### src/dsp_pkg.sv
// Package: constants, types and helpers of the drive serial port
package dsp_pkg;

    // ************
    // Clock and line rates
    // ************
    localparam int CLK_HZ   = 200_000_000;
    localparam int BPS_4800 = 4800;
    localparam int BPS_9600 = 9600;
    localparam int BPS_19K2 = 19200;
    // Nearest whole cycle per bit; error stays well under 0.01 %
    localparam int CYC_4800 = (CLK_HZ + BPS_4800 / 2) / BPS_4800;
    localparam int CYC_9600 = (CLK_HZ + BPS_9600 / 2) / BPS_9600;
    localparam int CYC_19K2 = (CLK_HZ + BPS_19K2 / 2) / BPS_19K2;
    localparam int GAP_BITS = 35;

    // ************
    // Register offsets
    // ************
    localparam logic [3:0] A_STATION = 4'h0;
    localparam logic [3:0] A_BAUD    = 4'h1;
    localparam logic [3:0] A_FRAME   = 4'h2;
    localparam logic [3:0] A_PROTO   = 4'h3;
    localparam logic [3:0] A_MASK    = 4'h4;
    localparam logic [3:0] A_COMM    = 4'h5;
    localparam logic [3:0] A_INPUTS  = 4'h6;
    localparam logic [3:0] A_STATUS  = 4'h7;
    localparam logic [3:0] A_RXDATA  = 4'h8;
    localparam logic [3:0] A_TXDATA  = 4'h9;

    // Status bit positions
    localparam int ST_PE    = 0;
    localparam int ST_FE    = 1;
    localparam int ST_OV    = 2;
    localparam int ST_RXAV  = 3;
    localparam int ST_TXBSY = 4;

    // ************
    // Reset values and codes
    // ************
    localparam logic [7:0] RST_STATION = 8'h01;
    localparam logic [1:0] RST_BAUD    = 2'h1;
    localparam logic [3:0] RST_FRAME   = 4'h5;
    localparam logic [1:0] RST_PROTO   = 2'h2;
    localparam logic [7:0] RST_MASK    = 8'h00;
    localparam logic [1:0] BAUD_MAX    = 2'h2;
    localparam logic [3:0] FRAME_MAX   = 4'h8;
    localparam logic [1:0] PROTO_SELF  = 2'h0;
    localparam logic [1:0] PROTO_M422  = 2'h1;
    localparam logic [1:0] PROTO_M485  = 2'h2;
    localparam logic [7:0] ASC_START   = 8'h3a;
    localparam logic [7:0] ASC_END     = 8'h0a;

    typedef enum logic [1:0] {PAR_NONE, PAR_EVEN, PAR_ODD} dsp_par_t;

    typedef struct packed {
        logic     eight;
        dsp_par_t par;
        logic     stop2;
        logic     rtu;
    } dsp_fmt_t;

    typedef struct packed {
        logic [3:0] addr;
        logic [7:0] wdata;
        logic       we;
        logic       re;
    } dsp_bus_t;

    function automatic dsp_fmt_t fmt_of(input logic [3:0] c);
        dsp_fmt_t f;
        f.eight = (c >= 4'h3);
        f.rtu   = (c >= 4'h6);
        f.stop2 = (c == 4'h0) || (c == 4'h3) || (c == 4'h6);
        case (c)
            4'h1, 4'h4, 4'h7: f.par = PAR_EVEN;
            4'h2, 4'h5, 4'h8: f.par = PAR_ODD;
            default:          f.par = PAR_NONE;
        endcase
        return f;
    endfunction

endpackage

### src/dsp_serial_port.sv
// Drive serial port: receive FIFO, framing, address filter, input mux
//
// Our own choices: the address map and strobed register access.
`timescale 1ns/1ps

// ************
// Receive FIFO
// ************
module dsp_fifo #(
    parameter int W = 8,
    parameter int D = 16
) (
    input  wire logic         core_clk,
    input  wire logic         rst,
    input  wire logic         in_valid,
    output logic              in_ready,
    input  wire logic [W-1:0] in_data,
    output logic              out_valid,
    input  wire logic         out_ready,
    output logic [W-1:0]      out_data
);
    localparam int AW = $clog2(D);

    typedef struct packed {
        logic [D-1:0][W-1:0] mem;
        logic [AW-1:0]       wp;
        logic [AW-1:0]       rp;
        logic [AW:0]         cnt;
    } dsp_fifo_st_t;

    dsp_fifo_st_t s_ff;
    dsp_fifo_st_t nxt_s;
    logic         push;
    logic         pop;

    assign in_ready  = (s_ff.cnt != D[AW:0]);
    assign out_valid = (s_ff.cnt != '0);
    assign out_data  = s_ff.mem[s_ff.rp];
    assign push      = in_valid && in_ready;
    assign pop       = out_valid && out_ready;

    always_comb begin
        nxt_s = s_ff;
        if (push) begin
            nxt_s.mem[s_ff.wp] = in_data;
            nxt_s.wp = s_ff.wp + 1'b1;
        end
        if (pop) begin
            nxt_s.rp = s_ff.rp + 1'b1;
        end
        nxt_s.cnt = s_ff.cnt + {{AW{1'b0}}, push} - {{AW{1'b0}}, pop};
        if (rst) begin
            nxt_s = '0;
        end
    end

    always_ff @(posedge core_clk) begin
        s_ff <= nxt_s;
    end
endmodule

// ************
// Serial port top
// ************
module dsp_serial_port #(
    parameter int CYC_4800 = dsp_pkg::CYC_4800,
    parameter int CYC_9600 = dsp_pkg::CYC_9600,
    parameter int CYC_19K2 = dsp_pkg::CYC_19K2
) (
    input  wire logic             core_clk,
    input  wire logic             rst,
    input  wire dsp_pkg::dsp_bus_t bus,
    output logic [7:0]            rd_data,
    input  wire logic             rxd,
    output logic                  txd,
    output logic                  rs485_de,
    output logic [1:0]            link_mode,
    input  wire logic [7:0]       term_in,
    output logic [7:0]            din_eff
);
    typedef enum logic [2:0] {
        RX_IDLE, RX_START, RX_DATA, RX_PAR, RX_STOP
    } dsp_rx_t;

    typedef struct packed {
        logic       rx_s1;
        logic       rx_s2;
        logic [7:0] term_s1;
        logic [7:0] term_s2;
        logic [7:0] station;
        logic [1:0] baud;
        logic [3:0] frame;
        logic [1:0] proto;
        logic [7:0] mask;
        logic [7:0] comm;
        logic [7:0] din;
        logic [7:0] rdata;
        dsp_rx_t    rx_st;
        logic [15:0] rx_cnt;
        logic [3:0] rx_idx;
        logic [7:0] rx_sh;
        logic       rx_par;
        logic [5:0] idle;
        logic       rx_gap;
        logic       rx_pend;
        logic [7:0] rx_byte;
        logic       fr_on;
        logic [1:0] asc_n;
        logic [3:0] asc_hi;
        logic       pe;
        logic       fe;
        logic       ov;
        logic       tx_busy;
        logic [15:0] tx_cnt;
        logic [11:0] tx_sh;
        logic [3:0] tx_left;
        logic       txd;
    } dsp_st_t;

    dsp_st_t          s_ff;
    dsp_st_t          nxt_s;
    dsp_pkg::dsp_fmt_t fmt;
    logic [15:0]      per;
    logic             fifo_in_ready;
    logic             fifo_out_valid;
    logic             fifo_pop;
    logic [7:0]       fifo_out_data;

    function automatic logic [3:0] hex_val(input logic [7:0] c);
        if (c >= 8'h41) begin
            return 4'(c - 8'h37);
        end
        return c[3:0];
    endfunction

    assign fmt      = dsp_pkg::fmt_of(s_ff.frame);
    assign fifo_pop = bus.re && (bus.addr == dsp_pkg::A_RXDATA);

    always_comb begin
        case (s_ff.baud) // Counters stop at 0, so reload period - 1
            2'h0:    per = CYC_4800[15:0] - 16'h0001;
            2'h2:    per = CYC_19K2[15:0] - 16'h0001;
            default: per = CYC_9600[15:0] - 16'h0001;
        endcase
    end

    dsp_fifo #(.W(8), .D(16)) u_rx_fifo (
        .core_clk  (core_clk),
        .rst       (rst),
        .in_valid  (s_ff.rx_pend),
        .in_ready  (fifo_in_ready),
        .in_data   (s_ff.rx_byte),
        .out_valid (fifo_out_valid),
        .out_ready (fifo_pop),
        .out_data  (fifo_out_data)
    );

    always_comb begin
        logic [7:0]  b;
        logic        ok;
        logic        push;
        logic [11:0] f;
        logic        pb;
        b    = '0;
        ok   = 1'b0;
        push = 1'b0;
        f    = '1;
        pb   = 1'b0;
        nxt_s = s_ff;
        nxt_s.rx_s1   = rxd;
        nxt_s.rx_s2   = s_ff.rx_s1;
        nxt_s.term_s1 = term_in;
        nxt_s.term_s2 = s_ff.term_s1;
        nxt_s.din = (s_ff.mask & s_ff.comm) | (~s_ff.mask & s_ff.term_s2);
        if (s_ff.rx_pend && fifo_in_ready) begin
            nxt_s.rx_pend = 1'b0;
        end

        // ************
        // Register port
        // ************
        if (bus.re) begin
            case (bus.addr)
                dsp_pkg::A_STATION: nxt_s.rdata = s_ff.station;
                dsp_pkg::A_BAUD:    nxt_s.rdata = {6'h00, s_ff.baud};
                dsp_pkg::A_FRAME:   nxt_s.rdata = {4'h0, s_ff.frame};
                dsp_pkg::A_PROTO:   nxt_s.rdata = {6'h00, s_ff.proto};
                dsp_pkg::A_MASK:    nxt_s.rdata = s_ff.mask;
                dsp_pkg::A_COMM:    nxt_s.rdata = s_ff.comm;
                dsp_pkg::A_INPUTS:  nxt_s.rdata = s_ff.din;
                dsp_pkg::A_STATUS:  nxt_s.rdata = {3'h0, s_ff.tx_busy,
                    fifo_out_valid, s_ff.ov, s_ff.fe, s_ff.pe};
                dsp_pkg::A_RXDATA:  nxt_s.rdata =
                    fifo_out_valid ? fifo_out_data : 8'h00;
                default:            nxt_s.rdata = 8'h00;
            endcase
        end
        if (bus.we) begin
            case (bus.addr)
                dsp_pkg::A_STATION: if (bus.wdata != 8'h00) begin
                    nxt_s.station = bus.wdata;
                end
                dsp_pkg::A_BAUD: if (bus.wdata <= 8'(dsp_pkg::BAUD_MAX)) begin
                    nxt_s.baud = bus.wdata[1:0];
                end
                dsp_pkg::A_FRAME: if (bus.wdata <= 8'(dsp_pkg::FRAME_MAX)) begin
                    nxt_s.frame = bus.wdata[3:0];
                end
                dsp_pkg::A_PROTO: if (bus.wdata <= 8'(dsp_pkg::PROTO_M485)) begin
                    nxt_s.proto = bus.wdata[1:0];
                end
                dsp_pkg::A_MASK:   nxt_s.mask = bus.wdata;
                dsp_pkg::A_COMM:   nxt_s.comm = bus.wdata;
                dsp_pkg::A_STATUS: begin
                    // Write one to clear; a same-cycle event sets it again
                    nxt_s.pe = s_ff.pe & ~bus.wdata[dsp_pkg::ST_PE];
                    nxt_s.fe = s_ff.fe & ~bus.wdata[dsp_pkg::ST_FE];
                    nxt_s.ov = s_ff.ov & ~bus.wdata[dsp_pkg::ST_OV];
                end
                dsp_pkg::A_TXDATA: if (!s_ff.tx_busy) begin
                    f[0] = 1'b0;
                    if (fmt.eight) begin
                        f[8:1] = bus.wdata;
                        pb = (^bus.wdata) ^ (fmt.par == dsp_pkg::PAR_ODD);
                        f[9] = (fmt.par == dsp_pkg::PAR_NONE) ? 1'b1 : pb;
                    end else begin
                        f[7:1] = bus.wdata[6:0];
                        pb = (^bus.wdata[6:0]) ^ (fmt.par == dsp_pkg::PAR_ODD);
                        f[8] = (fmt.par == dsp_pkg::PAR_NONE) ? 1'b1 : pb;
                    end
                    nxt_s.tx_busy = 1'b1;
                    nxt_s.tx_sh   = f;
                    nxt_s.tx_cnt  = per;
                    nxt_s.txd     = 1'b0;
                    nxt_s.tx_left = 4'(9 + {3'h0, fmt.eight}
                        + {3'h0, fmt.par != dsp_pkg::PAR_NONE}
                        + {3'h0, fmt.stop2});
                end
                default: ;
            endcase
        end

        // ************
        // Transmitter
        // ************
        if (s_ff.tx_busy) begin
            if (s_ff.tx_cnt != 16'h0000) begin
                nxt_s.tx_cnt = s_ff.tx_cnt - 16'h0001;
            end else if (s_ff.tx_left == 4'h1) begin
                nxt_s.tx_busy = 1'b0;
                nxt_s.txd     = 1'b1;
            end else begin
                nxt_s.tx_sh   = {1'b1, s_ff.tx_sh[11:1]};
                nxt_s.txd     = s_ff.tx_sh[1];
                nxt_s.tx_left = s_ff.tx_left - 4'h1;
                nxt_s.tx_cnt  = per;
            end
        end

        // ************
        // Receiver, sampled mid-bit
        // ************
        if (s_ff.rx_cnt != 16'h0000) begin
            nxt_s.rx_cnt = s_ff.rx_cnt - 16'h0001;
        end
        case (s_ff.rx_st)
            RX_IDLE: begin
                if (!s_ff.rx_s2) begin
                    nxt_s.rx_st  = RX_START;
                    nxt_s.rx_cnt = {1'b0, per[15:1]};
                    nxt_s.rx_gap = (s_ff.idle >= 6'(dsp_pkg::GAP_BITS));
                end else if (s_ff.rx_cnt == 16'h0000) begin
                    // Idle time is measured in bit periods for RTU framing
                    nxt_s.rx_cnt = per;
                    if (s_ff.idle != 6'h3f) begin
                        nxt_s.idle = s_ff.idle + 6'h01;
                    end
                end
            end
            RX_START: if (s_ff.rx_cnt == 16'h0000) begin
                // A start bit gone by mid-bit is taken as a glitch
                nxt_s.rx_st  = s_ff.rx_s2 ? RX_IDLE : RX_DATA;
                nxt_s.rx_cnt = per;
                nxt_s.rx_idx = 4'h0;
            end
            RX_DATA: if (s_ff.rx_cnt == 16'h0000) begin
                nxt_s.rx_sh  = {s_ff.rx_s2, s_ff.rx_sh[7:1]};
                nxt_s.rx_idx = s_ff.rx_idx + 4'h1;
                nxt_s.rx_cnt = per;
                if (s_ff.rx_idx == (fmt.eight ? 4'h7 : 4'h6)) begin
                    nxt_s.rx_st = (fmt.par == dsp_pkg::PAR_NONE)
                        ? RX_STOP : RX_PAR;
                end
            end
            RX_PAR: if (s_ff.rx_cnt == 16'h0000) begin
                nxt_s.rx_par = s_ff.rx_s2;
                nxt_s.rx_cnt = per;
                nxt_s.rx_st  = RX_STOP;
            end
            RX_STOP: if (s_ff.rx_cnt == 16'h0000) begin
                b  = fmt.eight ? s_ff.rx_sh : {1'b0, s_ff.rx_sh[7:1]};
                ok = 1'b1;
                nxt_s.rx_st  = RX_IDLE;
                nxt_s.rx_cnt = per;
                nxt_s.idle   = 6'h00;
                if (!s_ff.rx_s2) begin
                    nxt_s.fe = 1'b1;
                    ok = 1'b0;
                end
                if ((fmt.par != dsp_pkg::PAR_NONE) && ((^b ^ s_ff.rx_par)
                    != (fmt.par == dsp_pkg::PAR_ODD))) begin
                    nxt_s.pe = 1'b1;
                    ok = 1'b0;
                end
            end
            default: nxt_s.rx_st = RX_IDLE;
        endcase

        // ************
        // Station filter: only frames for this station reach the FIFO
        // ************
        if (ok) begin
            if (fmt.rtu) begin
                if (s_ff.rx_gap) begin
                    nxt_s.fr_on = (b == s_ff.station);
                    push = (b == s_ff.station);
                end else begin
                    push = s_ff.fr_on;
                end
            end else if (b == dsp_pkg::ASC_START) begin
                nxt_s.fr_on = 1'b0;
                nxt_s.asc_n = 2'h1;
            end else if (s_ff.asc_n == 2'h1) begin
                nxt_s.asc_hi = hex_val(b);
                nxt_s.asc_n  = 2'h2;
            end else if (s_ff.asc_n == 2'h2) begin
                b = {s_ff.asc_hi, hex_val(b)};
                nxt_s.fr_on = (b == s_ff.station);
                push = (b == s_ff.station);
                nxt_s.asc_n = 2'h0;
            end else if (s_ff.fr_on) begin
                push = 1'b1;
                nxt_s.fr_on = (b != dsp_pkg::ASC_END);
            end
        end
        if (push) begin
            // No way to hold back the line, so a byte is lost while the last one still waits on a full FIFO
            if (nxt_s.rx_pend) begin
                nxt_s.ov = 1'b1;
            end else begin
                nxt_s.rx_pend = 1'b1;
                nxt_s.rx_byte = b;
            end
        end

        if (rst) begin
            nxt_s = '0;
            nxt_s.rx_s1   = 1'b1;
            nxt_s.rx_s2   = 1'b1;
            nxt_s.txd     = 1'b1;
            nxt_s.rx_st   = RX_IDLE;
            nxt_s.station = dsp_pkg::RST_STATION;
            nxt_s.baud    = dsp_pkg::RST_BAUD;
            nxt_s.frame   = dsp_pkg::RST_FRAME;
            nxt_s.proto   = dsp_pkg::RST_PROTO;
            nxt_s.mask    = dsp_pkg::RST_MASK;
        end
    end

    always_ff @(posedge core_clk) begin
        s_ff <= nxt_s;
    end

    assign rd_data   = s_ff.rdata;
    assign txd       = s_ff.txd;
    assign din_eff   = s_ff.din;
    assign link_mode = s_ff.proto;
    // Half-duplex driver enable only on the RS-485 link
    assign rs485_de  = s_ff.tx_busy && (s_ff.proto == dsp_pkg::PROTO_M485);
endmodule

### config.mk
export PLATFORM = sky130hd
export DESIGN_NAME = dsp_serial_port
export DESIGN_NICKNAME = d
export VERILOG_FILES = /design/src/dsp_pkg.sv /design/src/dsp_serial_port.sv
export SDC_FILE = /design/constraint.sdc
export NUM_CORES = 1
export LEC_CHECK = 0
export BUFFER_PORTS_ARGS = -buffer_cell sky130_fd_sc_hd__buf_2
export CAP_MARGIN = 20
export CORE_ASPECT_RATIO = 0.7
export CORE_UTILIZATION = 45
export CTS_BUF_LIST = sky130_fd_sc_hd__clkbuf_2 sky130_fd_sc_hd__clkbuf_4 sky130_fd_sc_hd__clkbuf_8
export DETAILED_ROUTE_END_ITERATION = 6
export GPL_ROUTABILITY_DRIVEN = 0
export GPL_TIMING_DRIVEN = 1
export PLACE_DENSITY = 0.64
export SLEW_MARGIN = 20
export SYNTH_ARGS = -nofsm -noshare
export SYNTH_HDL_FRONTEND = slang
export SYNTH_HIERARCHICAL = 1
export SYNTH_SLANG_ARGS = --single-unit
export TNS_END_PERCENT = 50
### constraint.sdc
create_clock -name core_clk -period 4.39 [get_ports core_clk]
set_clock_uncertainty 0.2 [all_clocks]
set_input_delay 0.6585 -clock core_clk [delete_from_list [all_inputs] [get_ports core_clk]]
set_output_delay 0.6585 -clock core_clk [all_outputs]
set_load 0.05 [all_outputs]
==> key figures, run 1 <==
Pwr
  – Leak pwr: 6.50 nW
  – Worst vdd ir: around 0.00024 V
  – Power Density: 385 nW/um^2
  – Final Power: about 6.7 mW

Layout
  – Final Util: 51.0%
  – Non-filler cells, final: 2,249
  – Filler instances: 3,204
  – Final instance area: 17,300 sq um
  – Reg area: 5970 sq um
  – Area growth syn-to-layout: 10.6%
  – Nets@finish: between 1,500 and 2,000
  – Area of the multi-input gates: 8830 sq um
  – Ratio of cells with drive above 1 in the final layout: 16.0%

Route
  – WL final: 41,700 um
  – DRC Markers: 0
  – First drt pass iteration count: 7
  – Routed Antenna Nets: 0
  – Drt wl/cell: 18.6 um
  – Starting DRT DRC Count: approximately 1,400
  – Vias: 12,928
  – Post-DR vias/cell: 5.75

Synthesis
  – Async SR Flop Fraction: 0%
  – Netlist cell types: 104
  – Register area share after synthesis: around two fifths
  – Dominant cells by area after synthesis: dfxtp_1, mux2i_1, nor2_1
  – Yosys warns: 6
  – Synthesized flop and latch total: between 200 and 300
  – Synth Instances: 1,740
  – Area share of the largest cell type after synthesis: 38.2%
  – Synth Flop Type: dfxtp_1
  – Leading area contributor after synthesis: dfxtp_1
  – Syn Std Cell Area: 15,600 sq um
  – Syn Nets: between 1,500 and 2,000
  – Post-synth EDFFs: 0
  – Syn_area_per_cell: 8.97 sq um

STA
  – Fin. Hold Viols: 0
  – Achievable frequency: 234 MHz
  – Worst-margin pin slew: 0.877 ns
  – Tmin final: 4.27 ns
  – Final-report setup violation count: 0
  – Final setup TNS: 0 ns
  – Max-Slew Margin vs Limit: 41.5%
  – Final Slew Violations: 0
  – Crit share post-route: a little over nine tenths

Die
  – Std cell rows: 56
  – Full die area: 35,400 sq um
  – Die H: 158 um
  – Core ar.: between 30,000 and 40,000 sq um
  – Starting Density: 46.1%
  – IO Count: 45
  – Die width: 225 um

Placed design
  – Port buffer count: 44
  – Dpl hpwl: 28,900 um
  – Placed insts: 2,158
  – Placement Cell Area: 16,100 sq um

Worst setup path
  – Path depth of the worst reg2reg path: 15
  – CP endpoint kind: register
  – Crit Path Category: register to register
  – Crit path DAT: 4.55 ns
  – Worst setup SP type: register
  – FF-to-FF Start: s_ff[127]$_SDFFE_PP0P_
  – Critical Path RT: 4.67 ns
  – Reg-to-reg setup timing slack: 0.12 ns
  – Reg2Reg Capture Point: s_ff[46]$_SDFFE_PP0P_
  – Max Fanout on Critical Path: 6

Clocking
  – Root buffer cell: clkbuf_8
  – Clk buf depth: 3
  – CTS H-tree lvls: 2
  – CTS clk-pin slew, worst paths: 0.06 ns
  – Total clock buffers created by CTS: 47
  – Clk_lat worst skew: 0.61 ns
  – Number of clock sinks: around 300
  – CTS tree: yes

Outcome
  – Status: finished clean

Global routing
  – Initial antenna violation count: 2
  – First-pass GRT wire length: 66,300 um
  – Tot GR Track Use: 23.5%
  – Vias in the first global route: around 12,000
  – Grt ovf: 0
  – Largest net degree at the start of global routing: 122

Min path
  – Hold depth: 2
  – Worst hold path class: input pin to register
  – Hold-critical path endpoint: s_ff[157]$_SDFF_PP1_
  – Hold_sp: rxd

Job
  – # Max-Cap Violations: 0
## flip-flops by register name, summed over array words and instances, names as in the netlist
name            count
txd                 1
link_mode           2
u_rx_fifo/s_ff    141
din_eff             8
rd_data             8
s_ff              138
## critical path, stage by stage, from the launching register on
cell       delay (ns)
dfxtp_1          0.32
a211oi_2         0.35
mux2_2           0.42
nand2_1          0.14
inv_1            0.09
ha_2             0.21
nor4_4           0.14
o211ai_1         0.31
nand4_1          0.24
buf_4            0.14
nand3_1          0.12
a2111oi_4        0.40
o22ai_2          0.15
or4_4            0.48
nand2_4          0.11
mux2_1           0.31
## metal layers
metal / part of all wire [%] / vias to the layer above / wire length [um] / global-route usage, %
met2: 40 / 529 / 16800 / 33.1
met3: 8.3 / 67 / 3450 / 4.88
met5: 0.029 / - / 12 / 0
li1: - / 6171 / - / -
met1: 50 / 6159 / 20700 / 35.8
met4: 1.8 / 2 / 746 / 6.45
## cell families (layout without fill, tap and decap cells)
kind of cell | after synthesis | after routing | share of synthesized area, %
AO/OA/AOI/OAI | 271 | 271 | 11.5
XOR/XNOR | 51 | 51 | 2.95
adder cells (fa/ha/maj) | 32 | 32 | 2.61
buffers and inverters | 178 | 221 | 5.75
flip-flops | 298 | 298 | 38.2
multiplexers | 227 | 227 | 17.4
other | 0 | 2 | 0
AND/OR/NAND/NOR | 683 | 683 | 21.5
## power by group
part,switching (mW),internal [mW]
Sequential,0.0972,2.80
Clock,1.17,1.55
Combinational,0.629,0.406
Total,1.90,4.76
## layout by cell type (no fill, tap or decap), types with 37 or more instances in the layout
master    count
a21oi_1      92
buf_2        43
buf_4        52
clkbuf_8     58
dfxtp_1     295
inv_1        37
mux2i_1     181
nand2_1     125
nand3_1      43
nor2_1      295
nor3_1       46
o21ai_0      46
## final cells by class
| cell class | count | share of cell area, % |
|---|---|---|
| Tap cell | 464 | 3.36 |
| Multi-Input combinational cell | 1264 | 51.1 |
| Antenna cell | 2 | 0.0290 |
| Clock buffer | 72 | 5.20 |
| Timing Repair Buffer | 98 | 3.77 |
| Sequential cell | 298 | 34.6 |
| Inverter | 39 | 0.848 |
| Clock inverter | 12 | 1.07 |
## worst max-delay path by stage
stage,start,to,cells after the start
2_1_floorplan,s_ff[77]$_SDFF_PP0_,s_ff[46]$_SDFFE_PP0P_,14
6_report,s_ff[127]$_SDFFE_PP0P_,s_ff[46]$_SDFFE_PP0P_,15
3_3_place_gp,s_ff[73]$_SDFF_PP0_,s_ff[46]$_SDFFE_PP0P_,17
5_1_grt,s_ff[73]$_SDFF_PP0_,s_ff[46]$_SDFFE_PP0P_,18
4_1_cts,s_ff[73]$_SDFF_PP0_,s_ff[49]$_SDFFE_PP0P_,19
3_5_place_dp,s_ff[73]$_SDFF_PP0_,s_ff[46]$_SDFFE_PP0P_,18
## through the flow
stage	setup WS, ns	hold WS [ns]
after floorplan	0.0393	0.189
after global placement	-0.00818	0.192
after detailed placement	-0.103	0.198
after CTS	0.0375	0.0259
after global routing	-0.0175	0.0370
final	0.117	0.0540
## Yosys cell counts, types with 14 or more instances
| cell | instances |
|---|---|
| inv_1 | 38 |
| buf_4 | 24 |
| xor2_1 | 27 |
| a21oi_1 | 93 |
| a22oi_1 | 21 |
| ha_1 | 31 |
| xnor2_1 | 23 |
| o21ai_0 | 46 |
| mux2i_1 | 181 |
| nor4_1 | 14 |
| clkbuf_1 | 86 |
| nor2_1 | 295 |
| nand3_1 | 43 |
| nor2b_1 | 32 |
| mux4_2 | 34 |
| dfxtp_1 | 298 |
| nor3_1 | 47 |
| nand2_1 | 126 |
## repair_timing
action	4_1_cts	5_1_grt
buffers inserted	1	4
setup endpoints to repair	8	8
hold buffers	0	0
pin swaps	2	9
gates resized for setup	3	13
Power figures use the tool's default switching activity.
==> run 2: changes to the inputs <==
--- a/config.mk
+++ b/config.mk
@@ -13,10 +13,8 @@
 export DETAILED_ROUTE_END_ITERATION = 6
 export GPL_ROUTABILITY_DRIVEN = 0
 export GPL_TIMING_DRIVEN = 1
-export PLACE_DENSITY = 0.64
 export SLEW_MARGIN = 20
 export SYNTH_ARGS = -nofsm -noshare
 export SYNTH_HDL_FRONTEND = slang
 export SYNTH_HIERARCHICAL = 1
 export SYNTH_SLANG_ARGS = --single-unit
-export TNS_END_PERCENT = 50
==> key figures, run 2 (synthesis gave the netlist of run 1 again) <==
Global routing
  – Largest net degree at the start of global routing: 136 (+11%)
  – Grt ovf: 0 (unchanged)
  – Initial antenna violation count: 3 (+1)
  – Vias in the first global route: 11,587 (-3.6%)
  – First-pass GRT wire length: 66,100 um (-0.43%)
  – Tot GR Track Use: 23.7% (+0.13 points)

Min path
  – Hold depth: 2 (unchanged)
  – Hold_sp: rxd
  – Worst hold path class: input pin to register
  – Hold-critical path endpoint: s_ff[157]$_SDFF_PP1_

Worst setup path
  – CP endpoint kind: register
  – CP peak stage delay: 0.59 ns (+0.11 ns)
  – Critical Path RT: 4.65 ns (-0.02 ns)
  – Ordered list of cells on the worst path: a211oi_4, buf_4, mux2_2, nand2_2, inv_2, ha_4, nor4_4, o211a_4, nor3_2, or4b_1, o32ai_2, o22ai_2, or4_4, nand2_4, mux2_1
  – Crit Path Category: register to register
  – Reg-to-reg setup timing slack: 0.13 ns (about the same)
  – Crit-path slowest cell: or4_4
  – Crit path DAT: 4.52 ns (-0.03 ns)
  – Path depth of the worst reg2reg path: 15 (unchanged)
  – FF-to-FF Start: s_ff[126]$_SDFFE_PP1P_
  – Max Fanout on Critical Path: 5 (-1)
  – Reg2Reg Capture Point: s_ff[46]$_SDFFE_PP0P_
  – Worst setup SP type: register

Die
  – Starting Density: 46.1% (unchanged)
  – Core ar.: 33,800 sq um (unchanged)
  – Die H: 158 um (unchanged)
  – Std cell rows: 56 (unchanged)
  – Full die area: 35,400 sq um (unchanged)
  – Die width: 225 um (unchanged)
  – IO Count: 45 (unchanged)

Clocking
  – Clk buf depth: 3 (unchanged)
  – CTS H-tree lvls: 2 (unchanged)
  – Total clock buffers created by CTS: 49 (+4.3%)
  – CTS tree: yes
  – Number of clock sinks: 298 (unchanged)
  – CTS clk-pin slew, worst paths: 0.06 ns (about the same)
  – Root buffer cell: clkbuf_8
  – Clk_lat worst skew: 0.61 ns (about the same)

Placed design
  – Dpl hpwl: 29,000 um (+0.32%)
  – Port buffer count: 44 (unchanged)

Job
  – # Max-Cap Violations: 0 (unchanged)

Outcome
  – Failing checks: DRC
  – Status: finished, violations left

Pwr
  – Worst vdd ir: 0.000287 V (+20%)
  – Final Power: 6.73 mW (+1.2%)
  – Leak pwr: 6.54 nW (+0.61%)
  – Power Density: 387 nW/um^2 (+0.43%)

Layout
  – Largest Register: u_rx_fifo/s_ff
  – Commonest non-fill, non-tap cell in the layout: nor2_1
  – Largest regs: u_rx_fifo/s_ff: 141 flops, s_ff: 138 flops
  – Ratio of cells with drive above 1 in the final layout: 16.8% (+0.78 points)
  – Max reg flops: 141 (unchanged)
  – Final Util: 51.4% (+0.37 points)
  – Area growth syn-to-layout: 11.4%
  – Most frequent cells in the layout: nor2_1, dfxtp_1, mux2i_1
  – Nets@finish: 1,808 (+0.17%)

STA
  – Final setup TNS: 0 ns (unchanged)
  – Final Slew Violations: 0 (unchanged)
  – Crit share post-route: 97.1% (-0.25 points)
  – Tmin final: 4.26 ns (-0.0109 ns)
  – Worst-margin pin slew: 0.867 ns (-0.0103 ns)
  – Max-Slew Margin vs Limit: 42.1% (+0.67 points)
  – Achievable frequency: 235 MHz (+0.26%)
  – Final-report setup violation count: 0 (unchanged)
  – Fin. Hold Viols: 0 (unchanged)
  – Hold Worst Slack: 0.0559 ns (+0.00198 ns)

Route
  – Routed Antenna Nets: 0 (unchanged)
  – Starting DRT DRC Count: 1,249 (-9.5%)
  – Post-DR vias/cell: 5.70 (-0.81%)
  – First drt pass iteration count: 7 (unchanged)
  – DRC Markers: 1 (+1)
  – Vias: 12,863 (-0.50%)
  – WL final: 42,400 um (+1.5%)
  – Drt wl/cell: 18.8 um (+1.2%)
-- run 2: where the power goes --
part	internal, mW	total (mW)	switching, mW
clock network	1.59	2.76	1.16
logic	0.418	1.07	0.656
registers	2.80	2.90	0.104
total	4.81	6.73	1.92
-- run 2: worst max-delay path, delay by kind of cell, from the launching register on --
kind                       cells  cell delay (ns)
AOI/OAI and AO/OA              4             0.89
adders and majority gates      1             0.16
buffers and inverters          2             0.24
DFF                            1             0.33
muxes                          2             0.66
and+or+nand+nor                6             1.65
-- run 2: timing repair --
item / 4_1_cts / 5_1_grt
buffers inserted: 1 / 6
hold buffers: 0 / 0
resized for setup: 4 / 25
pin swaps: 1 / 11
setup endpoints to repair: 8 / 8
-- run 2: how the worst max path moves through the flow --
| stage | depth (start not counted) | slack (ns) | startpoint | end |
|---|---|---|---|---|
| after floorplan | 14 | 0.04 | s_ff[77]$_SDFF_PP0_ | s_ff[46]$_SDFFE_PP0P_ |
| after global placement | 17 | -0.06 | s_ff[73]$_SDFF_PP0_ | s_ff[46]$_SDFFE_PP0P_ |
| after detailed placement | 18 | -0.25 | s_ff[73]$_SDFF_PP0_ | s_ff[46]$_SDFFE_PP0P_ |
| after CTS | 18 | 0.03 | s_ff[73]$_SDFF_PP0_ | s_ff[46]$_SDFFE_PP0P_ |
| after global routing | 17 | -0.01 | s_ff[77]$_SDFF_PP0_ | s_ff[50]$_SDFFE_PP0P_ |
| final | 15 | 0.13 | s_ff[126]$_SDFFE_PP1P_ | s_ff[46]$_SDFFE_PP0P_ |
-- run 2: stage by stage --
| step | setup slack [ns] | cell area, sq um | instances |
|---|---|---|---|
| after floorplan | 0.0393 | 15600 | 1740 |
| after global placement | -0.0554 | 16100 | 2157 |
| after detailed placement | -0.249 | 16100 | 2157 |
| after CTS | 0.0308 | 17200 | 2247 |
| after global routing | -0.0140 | 17400 | 2255 |
| final | 0.128 | 17400 | 2256 |
-- run 2: final cells by class --
type	instances	area, sq um
diodes	3	7.51
clock buffers	77	972
clock inverters	12	155
fillers	3235	16500
inverters	39	146
multi-input cells	1264	8890
flip-flops and latches	298	5970
well taps	464	581
repair buffers	99	671
-- run 2: per-layer routing --
metal | GRT usage, % | up-vias | routed length [um]
li1 | - | 6183 | -
met1 | 37.5 | 6227 | 21900
met2 | 32.0 | 393 | 16800
met3 | 4.10 | 60 | 2830
met4 | 6.28 | 0 | 762
met5 | 0 | - | 0
==> run 3: changes to the inputs <==
==> constraint.sdc (replaced) <==
create_clock -name core_clk -period 4.39 [get_ports core_clk]
set_clock_uncertainty 0.2 [all_clocks]
set_input_delay 0.439 -clock core_clk [delete_from_list [all_inputs] [get_ports core_clk]]
set_output_delay 0.439 -clock core_clk [all_outputs]
set_load 0.05 [all_outputs]
==> key figures, run 3 (synthesis gave the netlist of run 1 again) <==
Die
  – Die width: 225 um (unchanged)
  – Full die area: 35,400 sq um (unchanged)
  – Core ar.: 33,800 sq um (unchanged)
  – Std cell rows: 56 (unchanged)
  – Die H: 158 um (unchanged)
  – IO Count: 45 (unchanged)
  – Starting Density: 46.1% (unchanged)

Clocking
  – Clk buf depth: 3 (unchanged)
  – Root buffer cell: clkbuf_8
  – CTS H-tree lvls: 2 (unchanged)
  – Clk_lat worst skew: 0.62 ns (about the same)
  – Number of clock sinks: 298 (unchanged)
  – Total clock buffers created by CTS: 48 (-2.0%)
  – CTS clk-pin slew, worst paths: 0.07 ns (about the same)
  – CTS tree: yes

STA
  – Crit share post-route: 96.6% (-0.46 points)
  – Final setup TNS: 0 ns (unchanged)
  – Final Slew Violations: 0 (unchanged)
  – Setup ws final: 0.148 ns (+0.0200 ns)
  – Final-report setup violation count: 0 (unchanged)
  – Worst-margin pin slew: 0.838 ns (-0.0284 ns)
  – Tmin final: 4.24 ns (-0.0200 ns)
  – Achievable frequency: 236 MHz (+0.47%)
  – Max-Slew Margin vs Limit: 44.1% (+2.0 points)
  – Hold Worst Slack: 0.110 ns (+0.0541 ns)
  – Fin. Hold Viols: 0 (unchanged)
  – RSZ-0062 raised after global routing: no

Worst setup path
  – Top Family by Delay on Critical Path: simple AND/OR/NAND/NOR gates
  – Critical Path RT: 4.67 ns (+0.02 ns)
  – Crit Path Category: register to register
  – Worst setup SP type: register
  – CP endpoint kind: register
  – CP peak stage delay: 0.48 ns (-0.11 ns)
  – Crit-path slowest cell: or4_4
  – CP bufs+invs: 3 (+1)
  – Crit path DAT: 4.52 ns (about the same)
  – Ordered list of cells on the worst path: nor4_1, buf_4, nand3_1, nor3_2, buf_4, nand2_1, inv_1, ha_2, nor4_4, o211a_2, o31ai_1, nand3_1, a2111oi_4, o22ai_2, or4_4, nand2_4, mux2_1
  – Max Fanout on Critical Path: 5 (unchanged)

Layout
  – Commonest non-fill, non-tap cell in the layout: dfxtp_1
  – Most frequent cells in the layout: dfxtp_1, nor2_1, mux2i_1
  – Max reg flops: 141 (unchanged)
  – Final Util: 51.1% (-0.24 points)
  – Nets@finish: 1,816 (+0.44%)
  – Filler instances: 3,172 (-1.9%)
  – Area growth syn-to-layout: 10.9%
  – Final instance area: 17,300 sq um (-0.47%)
  – Largest regs: u_rx_fifo/s_ff: 141 flops, s_ff: 138 flops
  – Ratio of cells with drive above 1 in the final layout: 15.3% (-1.5 points)
  – Non-filler cells, final: 2,262 (+0.27%)
  – Largest Register: u_rx_fifo/s_ff

Pwr
  – Final Power: 6.50 mW (-3.4%)
  – Power Density: 376 nW/um^2 (-3.0%)
  – Leak pwr: 6.52 nW (-0.36%)
  – Worst vdd ir: 0.000362 V (+26%)

Placed design
  – Dpl hpwl: 28,700 um (-1.0%)
  – Port buffer count: 44 (unchanged)
  – Place WS: -0.157 ns (+0.0925 ns)
  – Placement Cell Area: 16,000 sq um (-0.22%)
  – Placed insts: 2,154 (-0.14%)

Route
  – First drt pass iteration count: 7 (unchanged)
  – Drt wl/cell: 18.6 um (-0.93%)
  – Starting DRT DRC Count: 1,175 (-5.9%)
  – Post-DR vias/cell: 5.70 (about the same)
  – DRC Markers: 2 (+1)
  – Routed Antenna Nets: 0 (unchanged)
  – WL final: 42,100 um (-0.67%)
  – Vias: 12,901 (+0.30%)

Global routing
  – Tot GR Track Use: 23.7% (+0.033 points)
  – Largest net degree at the start of global routing: 190 (+40%)
  – First-pass GRT wire length: 66,200 um (+0.28%)
  – Initial antenna violation count: 2 (-1)
  – Vias in the first global route: 11,677 (+0.78%)
  – Grt ovf: 0 (unchanged)

Outcome
  – Failing checks: DRC
  – Status: finished, violations left

Job
  – # Max-Cap Violations: 0 (unchanged)

Min path
  – Worst hold path class: input pin to register
-- run 3: metal layers --
metal	part of all wire [%]	vias to the layer above	wire length (um)	GRT usage (%)
li1	-	6209	-	-
met1	51	6212	21400	36.5
met2	40	426	17000	32.7
met3	7.1	54	3000	5.23
met4	1.6	0	671	5.93
met5	0	-	0	0
-- run 3: worst min-delay path, cell delays in order --
cell	delay, ns
buf_2	0.10
inv_1	0.14
a21oi_1	0.16
nor2_1	0.05
-- run 3: area by class of cell --
type	count	area, sq um	area share [%]
Timing Repair Buffer	108	764	4.42
Multi-Input combinational cell	1264	8820	50.9
Antenna cell	2	5.00	0.0289
Inverter	39	146	0.846
Sequential cell	298	5970	34.5
Tap cell	464	581	3.35
Clock buffer	73	936	5.41
Clock inverter	14	91.3	0.528
-- run 3: what timing repair did --
item,CTS,global route
buffers inserted,2,0
pin swaps,2,7
setup endpoints to repair,8,8
hold endpoints to repair,29,0
hold buffers,17,0
resized for setup,2,8
-- run 3: path summary, 6_finish.rpt --
kind / from / endpoint / slack (ns) / cells past startpoint
min: bus[0] / rd_data[2]$_SDFFE_PP0P_ / 0.11 / 4
max: s_ff[81]$_SDFF_PP0_ / s_ff[46]$_SDFFE_PP0P_ / 0.15 / 17
max reg2reg: s_ff[81]$_SDFF_PP0_ / s_ff[46]$_SDFFE_PP0P_ / 0.15 / 17
min reg2reg: s_ff[157]$_SDFF_PP1_ / s_ff[156]$_SDFF_PP1_ / 0.21 / 1
-- run 3: power by group --
part | total [mW] | internal (mW) | switching (mW) | leakage, nW
registers | 2.90 | 2.80 | 0.0999 | 2.41
clock network | 2.55 | 1.37 | 1.18 | 0.554
logic | 1.05 | 0.406 | 0.647 | 3.55
total | 6.50 | 4.58 | 1.92 | 6.52
